`config.mk`:
```
export PLATFORM = sky130hd
export DESIGN_NAME = irs_restart_master
export DESIGN_NICKNAME = d
export VERILOG_FILES = /design/src/irs_pkg.sv /design/src/irs_restart_master.sv
export SDC_FILE = /design/constraint.sdc
export NUM_CORES = 1
export LEC_CHECK = 0
export ABC_AREA = 1
export BUFFER_PORTS_ARGS = -buffer_cell sky130_fd_sc_hd__buf_4
export CAP_MARGIN = 30
export CORE_MARGIN = 10
export CORE_UTILIZATION = 43
export DETAILED_ROUTE_END_ITERATION = 8
export REMOVE_ABC_BUFFERS = 1
export SYNTH_ARGS = -nofsm -noshare
export SYNTH_HDL_FRONTEND = slang
export SYNTH_SLANG_ARGS = --single-unit
```
`constraint.sdc`:
```
create_clock -name I_SYS_CLK -period 2 [get_ports I_SYS_CLK]
set_input_delay 0.4 -clock I_SYS_CLK [delete_from_list [all_inputs] [get_ports I_SYS_CLK]]
set_output_delay 0.4 -clock I_SYS_CLK [all_outputs]
set_load 0.01 [all_outputs]
```
`src/irs_pkg.sv`:
```
// Constants, register map and state codes for the repeated-start sequencer
// Behaviour
// RQ1: Restart request when idle pulls clock low
// RQ2: Clock seen low loads baud generator
// RQ3: Data released for one baud period
// RQ4: Release clock at timeout only if data high
// RQ5: Both lines high for one baud period
// RQ6: Drive data low with clock high, one period
// RQ7: Start seen sets flag, generator reloads
// RQ8: Third timeout clears request, pulls clock low
// RQ9: Completion sets serial port interrupt flag
// RQ10: Requests during busy sequence are ignored
// RQ11: Data low at clock rise is collision
// RQ12: Clock falling before data low is collision
// RQ13: Buffer write while busy discarded, flag set
// RQ14: Five low command bits locked while busy
// RQ15: Software may then load address byte
// RQ16: Software then sends address, data or reads; no shift logic here, the buffer only holds what software writes
// RQ17: Slew control bit limits pin slew rate
// RQ18: Collision aborts, releases lines, sets flag
package irs_pkg;

  // Register indices; byte address is four times the index
  localparam logic [7:0] IDX_INT_CTRL = 8'h0B;
  localparam logic [7:0] IDX_FLAGS_ONE = 8'h0C;
  localparam logic [7:0] IDX_FLAGS_TWO = 8'h0D;
  localparam logic [7:0] IDX_SHIFT_BUF = 8'h13;
  localparam logic [7:0] IDX_CTRL_PRI = 8'h14;
  localparam logic [7:0] IDX_ENABLES_ONE = 8'h8C;
  localparam logic [7:0] IDX_ENABLES_TWO = 8'h8D;
  localparam logic [7:0] IDX_CTRL_SEC = 8'h91;
  localparam logic [7:0] IDX_BAUD_RELOAD = 8'h93;
  localparam logic [7:0] IDX_STATUS = 8'h94;

  // Field positions
  localparam int BIT_RESTART_REQUEST = 1;
  localparam int BIT_START_SEEN = 3;
  localparam int BIT_STOP_SEEN = 4;
  localparam int BIT_CLOCK_EDGE = 6;
  localparam int BIT_SLEW_CONTROL = 7;
  localparam int BIT_WRITE_COLLISION = 7;
  localparam int BIT_PORT_ENABLE = 5;
  localparam int BIT_SERIAL_IRQ = 3;
  localparam int BIT_BUS_COLLISION = 3;
  localparam int CMD_BITS = 5;
  localparam int BAUD_BITS = 7;

  // Reset values
  localparam logic [7:0] RST_REG = 8'h00;
  localparam logic [7:0] RST_BUF = 8'h00;
  localparam logic [6:0] RST_BAUD_COUNT = 7'h00;

  // Writable masks
  localparam logic [7:0] MASK_STATUS_WR = 8'hC0;
  localparam logic [7:0] MASK_FLAGS_ONE = 8'h08;
  localparam logic [7:0] MASK_FLAGS_TWO = 8'h08;

  typedef enum logic [7:0] {
    ST_IDLE = 8'h01,
    ST_CLK_DOWN = 8'h02,
    ST_DATA_UP = 8'h04,
    ST_CLK_UP = 8'h08,
    ST_BOTH_HIGH = 8'h10,
    ST_START_WAIT = 8'h20,
    ST_DATA_DOWN = 8'h40,
    ST_HOLD = 8'h80
  } irs_state_t;

endpackage : irs_pkg

```
`src/irs_restart_master.sv`:
```
// Two-wire master repeated-start sequencer with APB register file
`timescale 1ns/100ps
module irs_restart_master
  import irs_pkg::*;
(
  // Clock and reset
  input wire logic I_SYS_CLK,
  input wire logic I_SYS_RST,
  // APB slave
  input wire logic I_PSEL,
  input wire logic I_PENABLE,
  input wire logic I_PWRITE,
  input wire logic [11:0] I_PADDR,
  input wire logic [31:0] I_PWDATA,
  output logic [31:0] O_PRDATA,
  output logic O_PREADY,
  output logic O_PSLVERR,
  // Bus lines, open drain
  input wire logic I_SCL,
  output logic O_SCL,
  output logic O_SCL_OE,
  input wire logic I_SDA,
  output logic O_SDA,
  output logic O_SDA_OE,
  // Pin slew and interrupt
  output logic O_SLEW_LIMIT,
  output logic O_IRQ
);

  irs_state_t state, next_state;
  logic [6:0] baud_rate_generator, next_brg;
  logic scl_oe, next_scl_oe;
  logic sda_oe, next_sda_oe;
  logic scl_d, next_scl_d;
  logic sda_d, next_sda_d;
  logic [7:0] int_ctrl, next_int_ctrl;
  logic [7:0] flags_one, next_flags_one;
  logic [7:0] flags_two, next_flags_two;
  logic [7:0] shift_buf, next_shift_buf;
  logic [7:0] ctrl_pri, next_ctrl_pri;
  logic [7:0] ena_one, next_ena_one;
  logic [7:0] ena_two, next_ena_two;
  logic [7:0] ctrl_sec, next_ctrl_sec;
  logic [7:0] baud_reload, next_baud_reload;
  logic [7:0] status, next_status;
  logic [31:0] prdata, next_prdata;

  logic [7:0] idx;
  logic mapped;
  logic wr_acc;
  logic rd_setup;
  logic busy;
  logic start_det;
  logic stop_det;
  logic accept;
  logic coll;
  logic done;
  logic [7:0] wdat;
  logic [7:0] rmux;

  assign idx = I_PADDR[9:2];
  assign wdat = I_PWDATA[7:0];
  assign busy = (state != ST_IDLE) && (state != ST_HOLD);
  assign start_det = scl_d && I_SCL && sda_d && !I_SDA;
  assign stop_det = scl_d && I_SCL && !sda_d && I_SDA;
  assign wr_acc = I_PSEL && I_PENABLE && I_PWRITE && mapped;
  assign rd_setup = I_PSEL && !I_PENABLE && !I_PWRITE;

  // Address decode and read mux
  always_comb begin
    mapped = 1'b1;
    rmux = 8'h00;
    if (idx == IDX_INT_CTRL) begin
      rmux = int_ctrl;
    end else if (idx == IDX_FLAGS_ONE) begin
      rmux = flags_one;
    end else if (idx == IDX_FLAGS_TWO) begin
      rmux = flags_two;
    end else if (idx == IDX_SHIFT_BUF) begin
      rmux = shift_buf;
    end else if (idx == IDX_CTRL_PRI) begin
      rmux = ctrl_pri;
    end else if (idx == IDX_ENABLES_ONE) begin
      rmux = ena_one;
    end else if (idx == IDX_ENABLES_TWO) begin
      rmux = ena_two;
    end else if (idx == IDX_CTRL_SEC) begin
      rmux = ctrl_sec;
    end else if (idx == IDX_BAUD_RELOAD) begin
      rmux = baud_reload;
    end else if (idx == IDX_STATUS) begin
      rmux = status;
    end else begin
      mapped = 1'b0;
    end
  end

  assign accept = wr_acc && (idx == IDX_CTRL_SEC) && !busy && wdat[BIT_RESTART_REQUEST]
    && ctrl_pri[BIT_PORT_ENABLE];

  // Next values of sequencer and registers
  always_comb begin
    next_state = state;
    next_brg = baud_rate_generator;
    next_scl_oe = scl_oe;
    next_sda_oe = sda_oe;
    next_scl_d = I_SCL;
    next_sda_d = I_SDA;
    next_int_ctrl = int_ctrl;
    next_flags_one = flags_one;
    next_flags_two = flags_two;
    next_shift_buf = shift_buf;
    next_ctrl_pri = ctrl_pri;
    next_ena_one = ena_one;
    next_ena_two = ena_two;
    next_ctrl_sec = ctrl_sec;
    next_baud_reload = baud_reload;
    next_status = status;
    next_prdata = prdata;
    coll = 1'b0;
    done = 1'b0;

    if (rd_setup) begin
      next_prdata = {24'h000000, rmux};
    end

    // Software writes first, hardware events below override
    if (wr_acc) begin
      if (idx == IDX_INT_CTRL) begin
        next_int_ctrl = wdat;
      end else if (idx == IDX_FLAGS_ONE) begin
        next_flags_one = flags_one & ~(wdat & MASK_FLAGS_ONE);
      end else if (idx == IDX_FLAGS_TWO) begin
        next_flags_two = flags_two & ~(wdat & MASK_FLAGS_TWO);
      end else if (idx == IDX_SHIFT_BUF) begin
        if (busy) begin
          next_ctrl_pri[BIT_WRITE_COLLISION] = 1'b1; // see RQ13
        end else begin
          next_shift_buf = wdat; // see RQ15
        end
      end else if (idx == IDX_CTRL_PRI) begin
        next_ctrl_pri = wdat;
        if (busy) begin
          next_ctrl_pri[BIT_WRITE_COLLISION] = wdat[BIT_WRITE_COLLISION] | ctrl_pri[BIT_WRITE_COLLISION];
        end
      end else if (idx == IDX_ENABLES_ONE) begin
        next_ena_one = wdat;
      end else if (idx == IDX_ENABLES_TWO) begin
        next_ena_two = wdat;
      end else if (idx == IDX_CTRL_SEC) begin
        next_ctrl_sec[7:CMD_BITS] = wdat[7:CMD_BITS];
        if (!busy) begin
          next_ctrl_sec[CMD_BITS-1:0] = wdat[CMD_BITS-1:0]; // see RQ14
          next_ctrl_sec[BIT_RESTART_REQUEST] = accept; // see RQ10
        end
      end else if (idx == IDX_BAUD_RELOAD) begin
        next_baud_reload = wdat;
      end else if (idx == IDX_STATUS) begin
        next_status = (status & ~MASK_STATUS_WR) | (wdat & MASK_STATUS_WR); // see RQ17
      end
    end

    if (start_det) begin
      next_status[BIT_START_SEEN] = 1'b1; // see RQ7
      next_status[BIT_STOP_SEEN] = 1'b0;
    end else if (stop_det) begin
      next_status[BIT_STOP_SEEN] = 1'b1;
      next_status[BIT_START_SEEN] = 1'b0;
    end

    case (state)
      ST_IDLE, ST_HOLD: begin
        if (accept) begin
          next_scl_oe = 1'b1; // see RQ1
          next_state = ST_CLK_DOWN;
        end
      end
      ST_CLK_DOWN: begin
        if (!I_SCL) begin
          next_brg = baud_reload[BAUD_BITS-1:0]; // see RQ2
          next_sda_oe = 1'b0; // see RQ3
          next_state = ST_DATA_UP;
        end
      end
      ST_DATA_UP: begin
        if (baud_rate_generator != RST_BAUD_COUNT) begin
          next_brg = baud_rate_generator - 7'h01;
        end else if (I_SDA) begin
          next_scl_oe = 1'b0; // see RQ4
          next_state = ST_CLK_UP;
        end
      end
      ST_CLK_UP: begin
        if (I_SCL) begin
          if (!I_SDA) begin
            coll = 1'b1; // see RQ11
          end else begin
            next_brg = baud_reload[BAUD_BITS-1:0]; // see RQ5
            next_state = ST_BOTH_HIGH;
          end
        end
      end
      ST_BOTH_HIGH: begin
        if (!I_SCL) begin
          coll = 1'b1; // see RQ12
        end else if (baud_rate_generator != RST_BAUD_COUNT) begin
          next_brg = baud_rate_generator - 7'h01; // see RQ5
        end else begin
          next_sda_oe = 1'b1; // see RQ6
          next_state = ST_START_WAIT;
        end
      end
      ST_START_WAIT: begin
        if (!I_SCL) begin
          coll = 1'b1; // see RQ12
        end else if (start_det) begin
          next_brg = baud_reload[BAUD_BITS-1:0]; // see RQ7
          next_state = ST_DATA_DOWN;
        end
      end
      ST_DATA_DOWN: begin
        if (baud_rate_generator != RST_BAUD_COUNT) begin
          next_brg = baud_rate_generator - 7'h01; // see RQ6
        end else begin
          done = 1'b1;
          next_scl_oe = 1'b1; // see RQ8
          next_ctrl_sec[BIT_RESTART_REQUEST] = 1'b0; // see RQ8
          next_state = ST_HOLD;
        end
      end
      default: begin
        next_state = ST_IDLE;
      end
    endcase

    if (done) begin
      next_flags_one[BIT_SERIAL_IRQ] = 1'b1; // see RQ9
    end

    if (coll) begin
      next_scl_oe = 1'b0; // see RQ18
      next_sda_oe = 1'b0;
      next_ctrl_sec[BIT_RESTART_REQUEST] = 1'b0;
      next_flags_two[BIT_BUS_COLLISION] = 1'b1;
      next_state = ST_IDLE;
    end

    // Disabling the port drops the bus at once
    if (!next_ctrl_pri[BIT_PORT_ENABLE]) begin
      next_scl_oe = 1'b0;
      next_sda_oe = 1'b0;
      next_ctrl_sec[BIT_RESTART_REQUEST] = 1'b0;
      next_state = ST_IDLE;
    end
  end

  always_ff @(posedge I_SYS_CLK) begin
    if (I_SYS_RST) begin
      state <= ST_IDLE;
      baud_rate_generator <= RST_BAUD_COUNT;
      scl_oe <= 1'b0;
      sda_oe <= 1'b0;
      scl_d <= 1'b1;
      sda_d <= 1'b1;
      int_ctrl <= RST_REG;
      flags_one <= RST_REG;
      flags_two <= RST_REG;
      shift_buf <= RST_BUF;
      ctrl_pri <= RST_REG;
      ena_one <= RST_REG;
      ena_two <= RST_REG;
      ctrl_sec <= RST_REG;
      baud_reload <= RST_REG;
      status <= RST_REG;
      prdata <= 32'h00000000;
    end else begin
      state <= next_state;
      baud_rate_generator <= next_brg;
      scl_oe <= next_scl_oe;
      sda_oe <= next_sda_oe;
      scl_d <= next_scl_d;
      sda_d <= next_sda_d;
      int_ctrl <= next_int_ctrl;
      flags_one <= next_flags_one;
      flags_two <= next_flags_two;
      shift_buf <= next_shift_buf;
      ctrl_pri <= next_ctrl_pri;
      ena_one <= next_ena_one;
      ena_two <= next_ena_two;
      ctrl_sec <= next_ctrl_sec;
      baud_reload <= next_baud_reload;
      status <= next_status;
      prdata <= next_prdata;
    end
  end

  assign O_PRDATA = prdata;
  assign O_PREADY = I_PSEL && I_PENABLE;
  assign O_PSLVERR = I_PSEL && I_PENABLE && !mapped;
  assign O_SCL = 1'b0;
  assign O_SDA = 1'b0;
  assign O_SCL_OE = scl_oe;
  assign O_SDA_OE = sda_oe;
  assign O_SLEW_LIMIT = status[BIT_SLEW_CONTROL]; // see RQ17
  assign O_IRQ = |(flags_one & ena_one) || |(flags_two & ena_two);
endmodule : irs_restart_master

```
# Yosys cells after proc, flatten, opt, wreduce, memory -nomap -nowiden
# Cells that the tools add are included.
# word_totals
register_bits	107
in_bits	51
out_inout_bits	40
wordCells	257
# op_classes
addsub	1
n_eq_ne	53
n_mux	97
bitwise_logic	18
reduce_logical	63
# ops
op	n
8-bit 2-to-1 mux	22
8-bit one-hot mux with 7 select lines	1
5-bit 2-to-1 mux	11
7-bit 2-to-1 mux	7
8-bit == test, second input constant	6
2-bit inequality test, second input constant	24
11-bit AND reduction	4
7-bit one-hot mux with 5 select lines	1
8-bit AND	4
8-bit by 4-bit == test with 1-bit output, second input constant	4
6-bit 2-to-1 mux	5
1-bit 2-to-1 mux	29
4-bit 2-to-1 mux	7
3-bit inequality test, second input constant	9
8-bit by 5-bit == test with 1-bit output, second input constant	3
2-bit 2-to-1 mux	11
10-bit AND reduction	2
6-bit AND reduction	3
1-bit logical AND	16
2-bit nonzero test	8
8-bit OR reduction	2
7-bit AND reduction	2
4-bit AND reduction	3
1-bit NOT	11
25 further kinds	37

# Longest topological paths before layout
# Gate-level depths: netlist (run 1).
# logic_depth
word_depth	28
depth_mapped	13
ltp_nobuf	13

# Least setup slack after synthesis (run 1)
# No wires, ideal clock.
# synth_path
path_kind	input-to-reg
start	in I_PADDR[8]
end	reg shift_buf[4]
setup_time_ps	119
t_arrival_ps	1690
required_time_ps	1881
slack_ps	191
path_stages	13
n_path_buf	1
path_cell_list	inv_1 nand2_1 nor2_2 nand2_4 nand2_1 nor2_2 nand2_2 nand3_4 nor2_4 nand2_2 buf_2 o21ai_1 a21oi_1
# synth_via
elab_chain_cells	13
word_cells_on_any_way	25
cone_classes	10 x eq/ne; 10 x mux; 3 x bitwise; 2 x reduce/logical
# synth_lines
element	line_no	source
start, declared	irs_restart_master.sv:13	input wire logic [11:0] I_PADDR,
8-bit == test	irs_restart_master.sv:91	end else if (idx == IDX_STATUS) begin
1-bit 2-to-1 mux	irs_restart_master.sv:91	
1-bit 2-to-1 mux	irs_restart_master.sv:89	end else if (idx == IDX_BAUD_RELOAD) begin
1-bit 2-to-1 mux	irs_restart_master.sv:87	end else if (idx == IDX_CTRL_SEC) begin
1-bit 2-to-1 mux	irs_restart_master.sv:85	end else if (idx == IDX_ENABLES_TWO) begin
1-bit 2-to-1 mux	irs_restart_master.sv:83	end else if (idx == IDX_ENABLES_ONE) begin
1-bit 2-to-1 mux	irs_restart_master.sv:81	end else if (idx == IDX_CTRL_PRI) begin
1-bit 2-to-1 mux	irs_restart_master.sv:79	end else if (idx == IDX_SHIFT_BUF) begin
1-bit 2-to-1 mux	irs_restart_master.sv:77	end else if (idx == IDX_FLAGS_TWO) begin
1-bit 2-to-1 mux	irs_restart_master.sv:75	end else if (idx == IDX_FLAGS_ONE) begin
1-bit 2-to-1 mux	irs_restart_master.sv:73	if (idx == IDX_INT_CTRL) begin
1-bit logical AND	irs_restart_master.sv:66	assign wr_acc = I_PSEL && I_PENABLE && I_PWRITE && mapped;
6-bit AND reduction (no source line) *	--	
end signal, assigned	irs_restart_master.sv:286	shift_buf <= next_shift_buf;
end, declared	irs_restart_master.sv:39	logic [7:0] shift_buf, next_shift_buf;
# Every way passes the cells marked *; elsewhere a longest branch is shown, timed or not.
# A chain may end at the register's enable or synchronous reset.

# Worst setup path after layout (run 1)
# layout_path
start	in I_PADDR[4]
end	out O_PSLVERR
# layout_via
elab_chain_cells	13
word_cells_on_any_way	22
cone_classes	10 x eq/ne; 10 x mux; 2 x reduce/logical
# layout_lines
element	line_no	source
8-bit == test	irs_restart_master.sv:91	
1-bit 2-to-1 mux	irs_restart_master.sv:91	
1-bit 2-to-1 mux	irs_restart_master.sv:89	
1-bit 2-to-1 mux	irs_restart_master.sv:87	
1-bit 2-to-1 mux	irs_restart_master.sv:85	
1-bit 2-to-1 mux	irs_restart_master.sv:83	
1-bit 2-to-1 mux	irs_restart_master.sv:81	
1-bit 2-to-1 mux	irs_restart_master.sv:79	
1-bit 2-to-1 mux	irs_restart_master.sv:77	
1-bit 2-to-1 mux	irs_restart_master.sv:75	
1-bit 2-to-1 mux *	irs_restart_master.sv:73	
1-bit logical NOT *	irs_restart_master.sv:299	assign O_PSLVERR = I_PSEL && I_PENABLE && !mapped;
1-bit logical AND *	irs_restart_master.sv:299	
end, declared	irs_restart_master.sv:17	output logic O_PSLVERR,
# Marked as above.

==> results of run 1 <==
## state kept, by name, summed over array words and instances, names as in the netlist
| signal | cells |
|---|---|
| O_PRDATA | 8 |
| baud_reload | 8 |
| ctrl_pri | 8 |
| ctrl_sec | 8 |
| ena_one | 8 |
| ena_two | 8 |
| int_ctrl | 8 |
| shift_buf | 8 |
| state | 8 |
| baud_rate_generator | 7 |
| status | 4 |
| O_SCL_OE | 1 |
| O_SDA_OE | 1 |
| flags_one | 1 |
| flags_two | 1 |
| scl_d | 1 |
| sda_d | 1 |
## critical path: stages
cell and delay, ns:
buf_4 0.13, nand2_2 0.10, nor2_2 0.07, nand2_1 0.09, nand2_1 0.09, nor2_4 0.16
nand3_4 0.11, buf_4 0.14, nor2_1 0.09, buf_4 0.13
## power breakdown
part | switching [mW] | internal [mW] | total, mW
registers | 0.00583 | 1.78 | 1.79
clock network | 0.719 | 0.973 | 1.69
logic | 0.175 | 0.0917 | 0.267
## kinds of logic after synthesis
logic type / after synthesis
adders and majority gates: 2
DFF: 89
and+or+nand+nor: 276
AOI/OAI and AO/OA: 191
xor gates and xnor gates: 4
buffers and inverters: 159
other: 1
## routing by layer
layer	global-route usage, %	part of all wire [%]	wire length, um
met5	0	0	0
met2	31.14	52	7304
met3	4.301	5.3	750
met4	4.354	1.2	166
met1	19.72	42	5832
## path summary, 6_finish.rpt
check               from                      to  cells after the start
max reg2reg     state[0]  baud_rate_generator[0]                     11
max           I_PADDR[4]               O_PSLVERR                     10
min reg2reg  ctrl_pri[3]             ctrl_pri[3]                      2
min                I_SDA                   sda_d                      3
## area by class of cell
class,instances,area (sq um),area share (%)
sequential,89,1782,30.01
clock inverter,6,67.56,1.138
inverter,115,434.2,7.313
multi-input combinational,499,2605,43.88
timing repair buffer,82,640.6,10.79
tap,143,178.9,3.014
clock buffer,10,229.0,3.857
## layout by cell type (no fill, tap or decap), types with 2 or more instances in the layout
cell / n
nand2_1: 110
inv_1: 100
dfxtp_1: 89
o21ai_0: 80
buf_4: 80
a21oi_1: 77
nor2_1: 59
nand3_1: 32
conb_1: 26
inv_2: 13
nand2_2: 13
nor2_4: 12
nand4_1: 11
o21ai_1: 10
nand2_4: 9
o22ai_1: 9
clkbuf_16: 9
nor2_2: 8
nand3_2: 6
nor3_1: 5
o211ai_1: 5
nand3b_1: 4
a21oi_2: 3
nand3_4: 2
o21ai_2: 2
xnor2_1: 2
xor2_1: 2
a211oi_1: 2
ha_1: 2
clkinvlp_4: 2
buf_12: 2
## stage by stage
| stage | instance area, sq um | hold WS [ns] | power [mW] | setup TNS (ns) |
|---|---|---|---|---|
| 6_report | 5937 | 0.3220 | 3.749 | 0 |
| 5_1_grt | 5937 | 0.3319 | 3.869 | -0.2520 |
| 4_1_cts | 5857 | 0.3108 | 3.776 | 0 |
| 3_5_place_dp | 5533 | 0.4379 | 2.086 | -1.342 |
| 3_3_place_gp | 5533 | 0.4298 | 2.080 | -0.4329 |
| 2_1_floorplan | 4743 | 0.4223 | 1.960 | 0 |
## what timing repair did
item / CTS / global route
setup endpoints to repair: 1 / 28
pin swaps: 3 / 3
resized for setup: 3 / 20
cloned: 0 / 0
setup buffers: 2 / 2
==> impl_metrics.yaml, run 1 <==
cts:
  clock_latency_ns: 0.34
  clock_path_buffers: 2
  numCtsBuffers: 9
  clock-sinks: 89
  clock_tree.root_cell: "clkbuf_16"
  clk_pin_slew_ns: 0.06
  holdBufCountCts: 0
  cts_tree: "built"
  htreeDepth: 3
final_layout:
  n_fill_cell: 1120
  drive_gt1_share_pct: 21.22
  utilization_pct: 52.44
  area_growth_pct: 20.13
  n_antenna_cell: 0
  nNetsFinal: 849
  fin_cells: 944
logic_synthesis:
  async_flop_share_pct: 0
  synth_compound_area_share_pct: 20.53
  synth-seq-cells: 89
  yosys.area_share.simple_pct: 27.42
  ys.flop_type: "dfxtp_1"
  ys_top_cells_by_count: "nand2_1, inv_1, dfxtp_1"
  synth_top_family_by_area: "simple AND/OR/NAND/NOR gates"
  yosysMostFrequentCell: "nand2_1"
  synth-edff-count: 0
  synth_cells: 722
  synth_adder_area_share_pct: 0.5063
  synth_sequential_area_ratio_pct: 36.05
  syn_avg_cell_area_sq_um: 6.845
  synth_top_area_share_pct: 36.05
  muxShareOfSynthArea_pct: 0
  synth_top_area_cell: "dfxtp_1"
  synth.area.top_cells: "dfxtp_1, nand2_1, o21ai_0"
  syn_area_sq_mm: 0.004942
  synth_cell_types: 41
  yosysWarnings: 0
  synthXorXnorAreaFrac_pct: 0.7089
global_route:
  grt_overflow: 0
  gr-usage-all-layers_pct: 17.22
  grt_pass1_vias: 4744
  grt_pass1_wl_mm: 23.30
  antenna_found_initial: 0
  grt_max_degree: 65
critical_path:
  critical_path_arrival_ns: 1.52
  critical_path_class: "in2out"
  cp-end-kind: "primary output"
  cp-start-kind: "input pin"
  ff2ff_setup_slack_ns: 0.11
  required_ns: 1.60
  worstPathMaxFanout: 5
drt:
  dr.pass1.iters: 5
  wirelength_mm: 14.05
  via_per_inst: 5.095
  drtIter0Drc: 374
  wl_per_cell_um: 14.89
  route.detailed.drc: 0
  ant_nets: 0
  via_count: 4810
floorplan:
  die_area_sq_mm: 0.01618
  placementRows: 39
  start_util_pct: 43.66
  pin_count: 91
  core_sq_mm: 0.01132
  die_x_um: 127.2
  fp.dieH_um: 127.2
placement:
  gp_congestion: 0.8912
  dpl_worst_slack_ns: -0.1222
  io_buffers: 36
  dp_cells: 924
  hpwl_mm: 10.43
min_path:
  hold_path.class: "in2reg"
run:
  cap_violations: 0
pwr:
  peakVddDrop_mv: 0.4492
  p_leak_nw: 2.671
  power_density_mw_per_mm2: 631.5
outcome:
  status: "complete, no violations"
timing:
  period_needed_ns: 1.921
  fin_ws_ns: 0.07862
  timing.final.crit_share_pct: 96.07
  report.final.setup_viol: 0
  fin_skew_ns: 0.005994
  drv_slew: 0
  fmax_mhz: 520.5
  hold_violations: 0
(Power assumes the default switching activity.)
==> run 2: changes to the inputs <==
Settings changed: ABC_AREA 1 to default, REMOVE_ABC_BUFFERS 1 to default.
==> impl_metrics.yaml, run 2 <==
logic_synthesis:
  async_flop_share_pct: 0
  synth_cells: 575
  synth_sequential_area_ratio_pct: 37.95
  synth_top_area_cell: "dfxtp_1"
  ys_top_cells_by_count: "dfxtp_1, nor2_1, nand2_1"
  yosysMostFrequentCell: "dfxtp_1"
  synth-seq-cells: 89
  ys.flop_type: "dfxtp_1"
  syn_area_sq_mm: 0.004695
  synth_top_area_share_pct: 37.95
  synth-edff-count: 0
  syn_avg_cell_area_sq_um: 8.164
  yosysWarnings: 0
  synth.area.top_cells: "dfxtp_1, mux2i_1, nor2_1"
  synth_cell_types: 63
min_path:
  hold_path.class: "in2reg"
  holdPathStages: 3
  min_to: "ena_one[2]"
  hp-start: "I_PWDATA[2]"
critical_path:
  reg2reg_depth: 6
  max_stage_delay_ns: 0.54
  path_buf_inv: 1
  r2r-start: "state[1]"
  worstPathMaxFanout: 5
  cp-start-kind: "flip-flop"
  path_delay_family: "simple AND/OR/NAND/NOR gates"
  crit_chain: "or4_4, or4_4, a21oi_4, o21ai_4, buf_4, o32ai_2"
  cp_common_cell: "or4_4"
  r2r-end: "baud_rate_generator[4]"
  critical_path_arrival_ns: 2.45
  cp_slowest_cell: "or4_4"
  required_ns: 2.27
  ff2ff_setup_slack_ns: -0.17
  critical_path_class: "reg2reg"
  cp-end-kind: "flip-flop"
placement:
  dpl_worst_slack_ns: -0.4420
  hpwl_mm: 11.01
  io_buffers: 36
  gp_congestion: 0.9008
cts:
  clock_path_buffers: 2
  numCtsBuffers: 9
  htreeDepth: 3
  cts_tree: "built"
  holdBufCountCts: 0
  clk_pin_slew_ns: 0.10
  clock-sinks: 89
  clock_tree.root_cell: "clkbuf_8"
  clock_latency_ns: 0.37
timing:
  rsz0062_at_grt: "true"
  report.final.setup_viol: 20
  fin_setup_tns_ns: -1.889
  fin_skew_ns: 0.007324
  period_needed_ns: 2.172
  timing.final.crit_share_pct: 108.6
  fin_ws_ns: -0.1719
  drv_slew: 0
  worstMarginPinSlew_ns: 0.6705
  slew_headroom_pct: 55.30
  fmax_mhz: 460.4
  hold_violations: 0
global_route:
  grt_pass1_wl_mm: 23.05
  grtUsageMet1_pct: 24.47
  gr-usage-all-layers_pct: 17.89
  grt_overflow: 0
  grt_max_degree: 66
  use_met2_pct: 27.76
  grt_pass1_vias: 4531
  top_usage_layer: "met2"
  antenna_found_initial: 0
  use_met3_pct: 3.404
drt:
  drtIter0Drc: 383
  via_count: 4705
  via_per_inst: 5.548
  dr.pass1.iters: 5
  wirelength_mm: 14.83
  wl_per_cell_um: 17.49
  ant_nets: 0
  route.detailed.drc: 0
pwr:
  p_leak_nw: 2.462
  power_density_mw_per_mm2: 514.7
  power_mw: 3.319
  peakVddDrop_mv: 0.5704
final_layout:
  area_growth_pct: 37.34
  nNetsFinal: 756
  final_common_cell: "buf_4"
  drive_gt1_share_pct: 34.18
  final_cell_mix: "buf_4, dfxtp_1, nor2_1"
  n_antenna_cell: 0
  utilization_pct: 60.00
outcome:
  violations: "setup timing"
  status: "finished with violations"
run:
  cap_violations: 0
floorplan:
  fp.dieH_um: 124.5
  core_sq_mm: 0.01075
  placementRows: 38
  start_util_pct: 43.69
  die_area_sq_mm: 0.01550
  die_x_um: 124.5
  pin_count: 91
[run 2: logic make-up (layout without fill, tap and decap cells)]
kind of cell | count (synthesis) | after routing | share of synthesized area (%)
AND/OR/NAND/NOR | 243 | 243 | 26.57
multiplexers | 42 | 42 | 8.955
flip-flops | 89 | 89 | 37.95
AO/OA/AOI/OAI | 127 | 128 | 17.78
XOR/XNOR | 2 | 2 | 0.3732
buffers and inverters | 69 | 176 | 7.756
other | 1 | 26 | 0.07988
adder cells (fa/ha/maj) | 2 | 2 | 0.5330
[run 2: worst max path at each step]
stage,endpoint,startpoint,depth (start not counted),slack (ns)
floorplan,state[5],state[3],7,-0.11
detailed placement,O_PRDATA[4],I_PADDR[5],7,-0.44
finish,baud_rate_generator[4],state[1],6,-0.17
CTS,baud_rate_generator[4],state[1],6,-0.17
global route,baud_rate_generator[0],state[1],6,-0.23
global placement,O_PRDATA[4],I_PADDR[5],7,-0.42
[run 2: metal layers]
| metal | vias up | part of all wire (%) | wire (um) |
|---|---|---|---|
| li1 | 2280 | - | - |
| met2 | 140 | 46 | 6839 |
| met3 | 10 | 6.2 | 917 |
| met1 | 2275 | 47 | 6969 |
| met4 | 0 | 0.72 | 107 |
| met5 | - | 0 | 0 |
[run 2: where the power goes]
group          internal, mW  switching (mW)  total (mW)
clock                 0.504           0.709        1.21
sequential             1.78         0.00761        1.79
combinational         0.128           0.188       0.316
total                  2.41           0.905        3.32
[run 2: worst register-to-register path: cells and delay by family (launching register included)]
kind	cells	cell delay [ns]
AO/OA/AOI/OAI	3	0.57
buffers and inverters	1	0.16
flip-flops	1	0.34
AND/OR/NAND/NOR	2	1.02
[run 2: final cells by class]
| class | count | area (sq um) |
|---|---|---|
| Multi-Input combinational cell | 443 | 3062 |
| Clock buffer | 10 | 137.6 |
| Inverter | 7 | 26.28 |
| Timing Repair Buffer | 153 | 1209 |
| Clock inverter | 6 | 50.05 |
| Tap cell | 140 | 175.2 |
| Fill cell | 976 | 4298 |
| Sequential cell | 89 | 1788 |
[run 2: timing repair]
item,in CTS,in global routing
endpoints found under the setup margin,24,27
cloned,0,1
buffers inserted,2,3
pin swaps,4,15
resized for setup,23,56
[run 2: stage by stage]
step           hold WS [ns]  cells  area, sq um
2_1_floorplan        0.4315    600         4885
3_3_place_gp         0.4417    826         5844
3_5_place_dp         0.4516    826         5844
4_1_cts              0.3239    844         6157
5_1_grt              0.3252    848         6447
6_report             0.3399    848         6447
==> run 3: changes to the inputs <==
Settings changed: BUFFER_PORTS_ARGS -buffer_cell sky130_fd_sc_hd__buf_4 to -buffer_cell sky130_fd_sc_hd__buf_2.
==> impl_metrics.yaml, run 3 (synthesized netlist as in run 2, its figures left out) <==
outcome:
  status: "finished with violations"
  violations: "setup timing"
cts:
  clk_pin_slew_ns: 0.10
  clock_latency_ns: 0.38
  htreeDepth: 3
  holdBufCountCts: 0
  clock_path_buffers: 2
  clock_tree.root_cell: "clkbuf_8"
  clock-sinks: 89
  cts_tree: "built"
  numCtsBuffers: 9
pwr:
  p_sw_mw: 0.9572
  p_comb_share_pct: 9.0
  peakVddDrop_mv: 0.4525
  p_int_mw: 2.508
  sequentialPowerShare_pct: 51.6
  p_sw_share_pct: 27.62
  power_density_mw_per_mm2: 520.3
  clockPowerShare_pct: 39.4
  p_leak_nw: 2.608
final_layout:
  final_common_cell: "buf_4"
  nNetsFinal: 786
  regArea_sq_mm: 0.001792
  drive_gt1_share_pct: 37.40
  multi_input_area_sq_mm: 0.003084
  stdcell_area_sq_mm: 0.006660
  n_fill_cell: 961
  n_antenna_cell: 0
  area_growth_pct: 41.87
  final_cell_mix: "buf_4, dfxtp_1, nor2_1"
critical_path:
  crit_chain: "or4_4, or4_4, a21oi_4, o21ai_4, buf_4, buf_6, a21oi_2, o32ai_2"
  cp_common_cell: "or4_4"
  cp-end-kind: "flip-flop"
  critical_path_class: "reg2reg"
  max_stage_delay_ns: 0.54
  worstPathMaxFanout: 5
  critical_path_arrival_ns: 2.51
  required_ns: 2.25
  cp-start-kind: "flip-flop"
  cp_slowest_cell: "or4_4"
timing:
  hold_ws_ns: 0.3451
  fin_ws_ns: -0.2578
  report.final.setup_viol: 23
  hold_violations: 0
  fin_skew_ns: 0.01147
  fmax_mhz: 442.9
  fin_setup_tns_ns: -3.156
  period_needed_ns: 2.258
  rsz0062_at_grt: "true"
  drv_slew: 0
  timing.final.crit_share_pct: 112.9
  worstMarginPinSlew_ns: 0.5160
  slew_headroom_pct: 65.60
global_route:
  gr-usage-all-layers_pct: 19.19
  grt_overflow: 0
  grt_pass1_wl_mm: 24.82
  grt_max_degree: 50
  grt_pass1_vias: 4747
  antenna_found_initial: 0
floorplan:
  placementRows: 38
  die_x_um: 124.5
  start_util_pct: 43.69
  die_area_sq_mm: 0.01550
  pin_count: 91
  fp.dieH_um: 124.5
  core_sq_mm: 0.01075
run:
  cap_violations: 0
drt:
  via_count: 4947
  ant_nets: 0
  wirelength_mm: 16.02
  route.detailed.drc: 0
  via_per_inst: 5.634
  wl_per_cell_um: 18.24
  drtIter0Drc: 384
  dr.pass1.iters: 5
placement:
  place_area_sq_mm: 0.005844
  hpwl_mm: 11.47
  gp_congestion: 0.9505
  io_buffers: 36
min_path:
  hold_path.class: "in2reg"
[run 3: changes by cell type in the layout (fill, tap and decap cells not counted), moves of 2 or more]
| cell | previous run | this run |
|---|---|---|
| buf_2 | 0 | 34 |
| buf_4 | 144 | 130 |
| buf_6 | 6 | 15 |
| o21ai_0 | 11 | 9 |
| o21ai_1 | 1 | 4 |
[run 3: final timing paths]
check | startpoint | to | slack, ns | depth (start not counted)
worst min-delay path | I_PWDATA[2] | ena_one[2] | 0.35 | 3
worst min register to register | ctrl_pri[6] | ctrl_pri[6] | 0.46 | 2
worst max register to register | state[1] | baud_rate_generator[3] | -0.26 | 8
worst max-delay path | state[1] | baud_rate_generator[3] | -0.26 | 8
[run 3: power by group through the flow]
stage                     Clock [mW]  Combinational [mW]  Sequential, mW
after floorplan                    0               0.179            1.83
after global placement             0               0.285            1.83
after detailed placement           0               0.290            1.83
after CTS                       1.37               0.298            1.79
after global routing            1.46               0.337            1.79
final                           1.37               0.312            1.79
[run 3: worst max-delay path: cells and delay by family (launching register included)]
family	cells	cell delay, ns
DFF	1	0.34
AOI/OAI and AO/OA	4	0.51
buffers and inverters	2	0.26
and+or+nand+nor	2	1.03
[run 3: cell type report]
class	instances	area share, %
Sequential cell	89	26.90
Inverter	7	0.3945
Clock buffer	9	1.860
Clock inverter	7	1.259
Multi-Input combinational cell	444	46.31
Timing Repair Buffer	182	20.65
Tap cell	140	2.630
[run 3: metrics by stage]
step | instances | setup slack, ns | util, % | power (mW)
global placement | 838 | -0.4075 | 54.39 | 2.116
finish | 878 | -0.2578 | 61.98 | 3.465
detailed placement | 838 | -0.4360 | 54.39 | 2.120
CTS | 866 | -0.1896 | 59.25 | 3.456
floorplan | 600 | -0.1095 | - | 2.011
global route | 878 | -0.3056 | 61.98 | 3.588
[run 3: timing repair]
item,4_1_cts,5_1_grt
pin swaps,11,21
gates cloned,2,0
buffers inserted,10,13
gates resized for setup,48,47
endpoints found under the setup margin,32,33
[run 3: routing by layer]
| metal | routed length (um) | GRT usage [%] | vias up |
|---|---|---|---|
| met5 | 0 | 0 | - |
| met4 | 351 | 6.854 | 0 |
| met3 | 1159 | 4.468 | 33 |
| met2 | 7375 | 29.59 | 193 |
| met1 | 7131 | 25.51 | 2366 |
| li1 | - | - | 2355 |
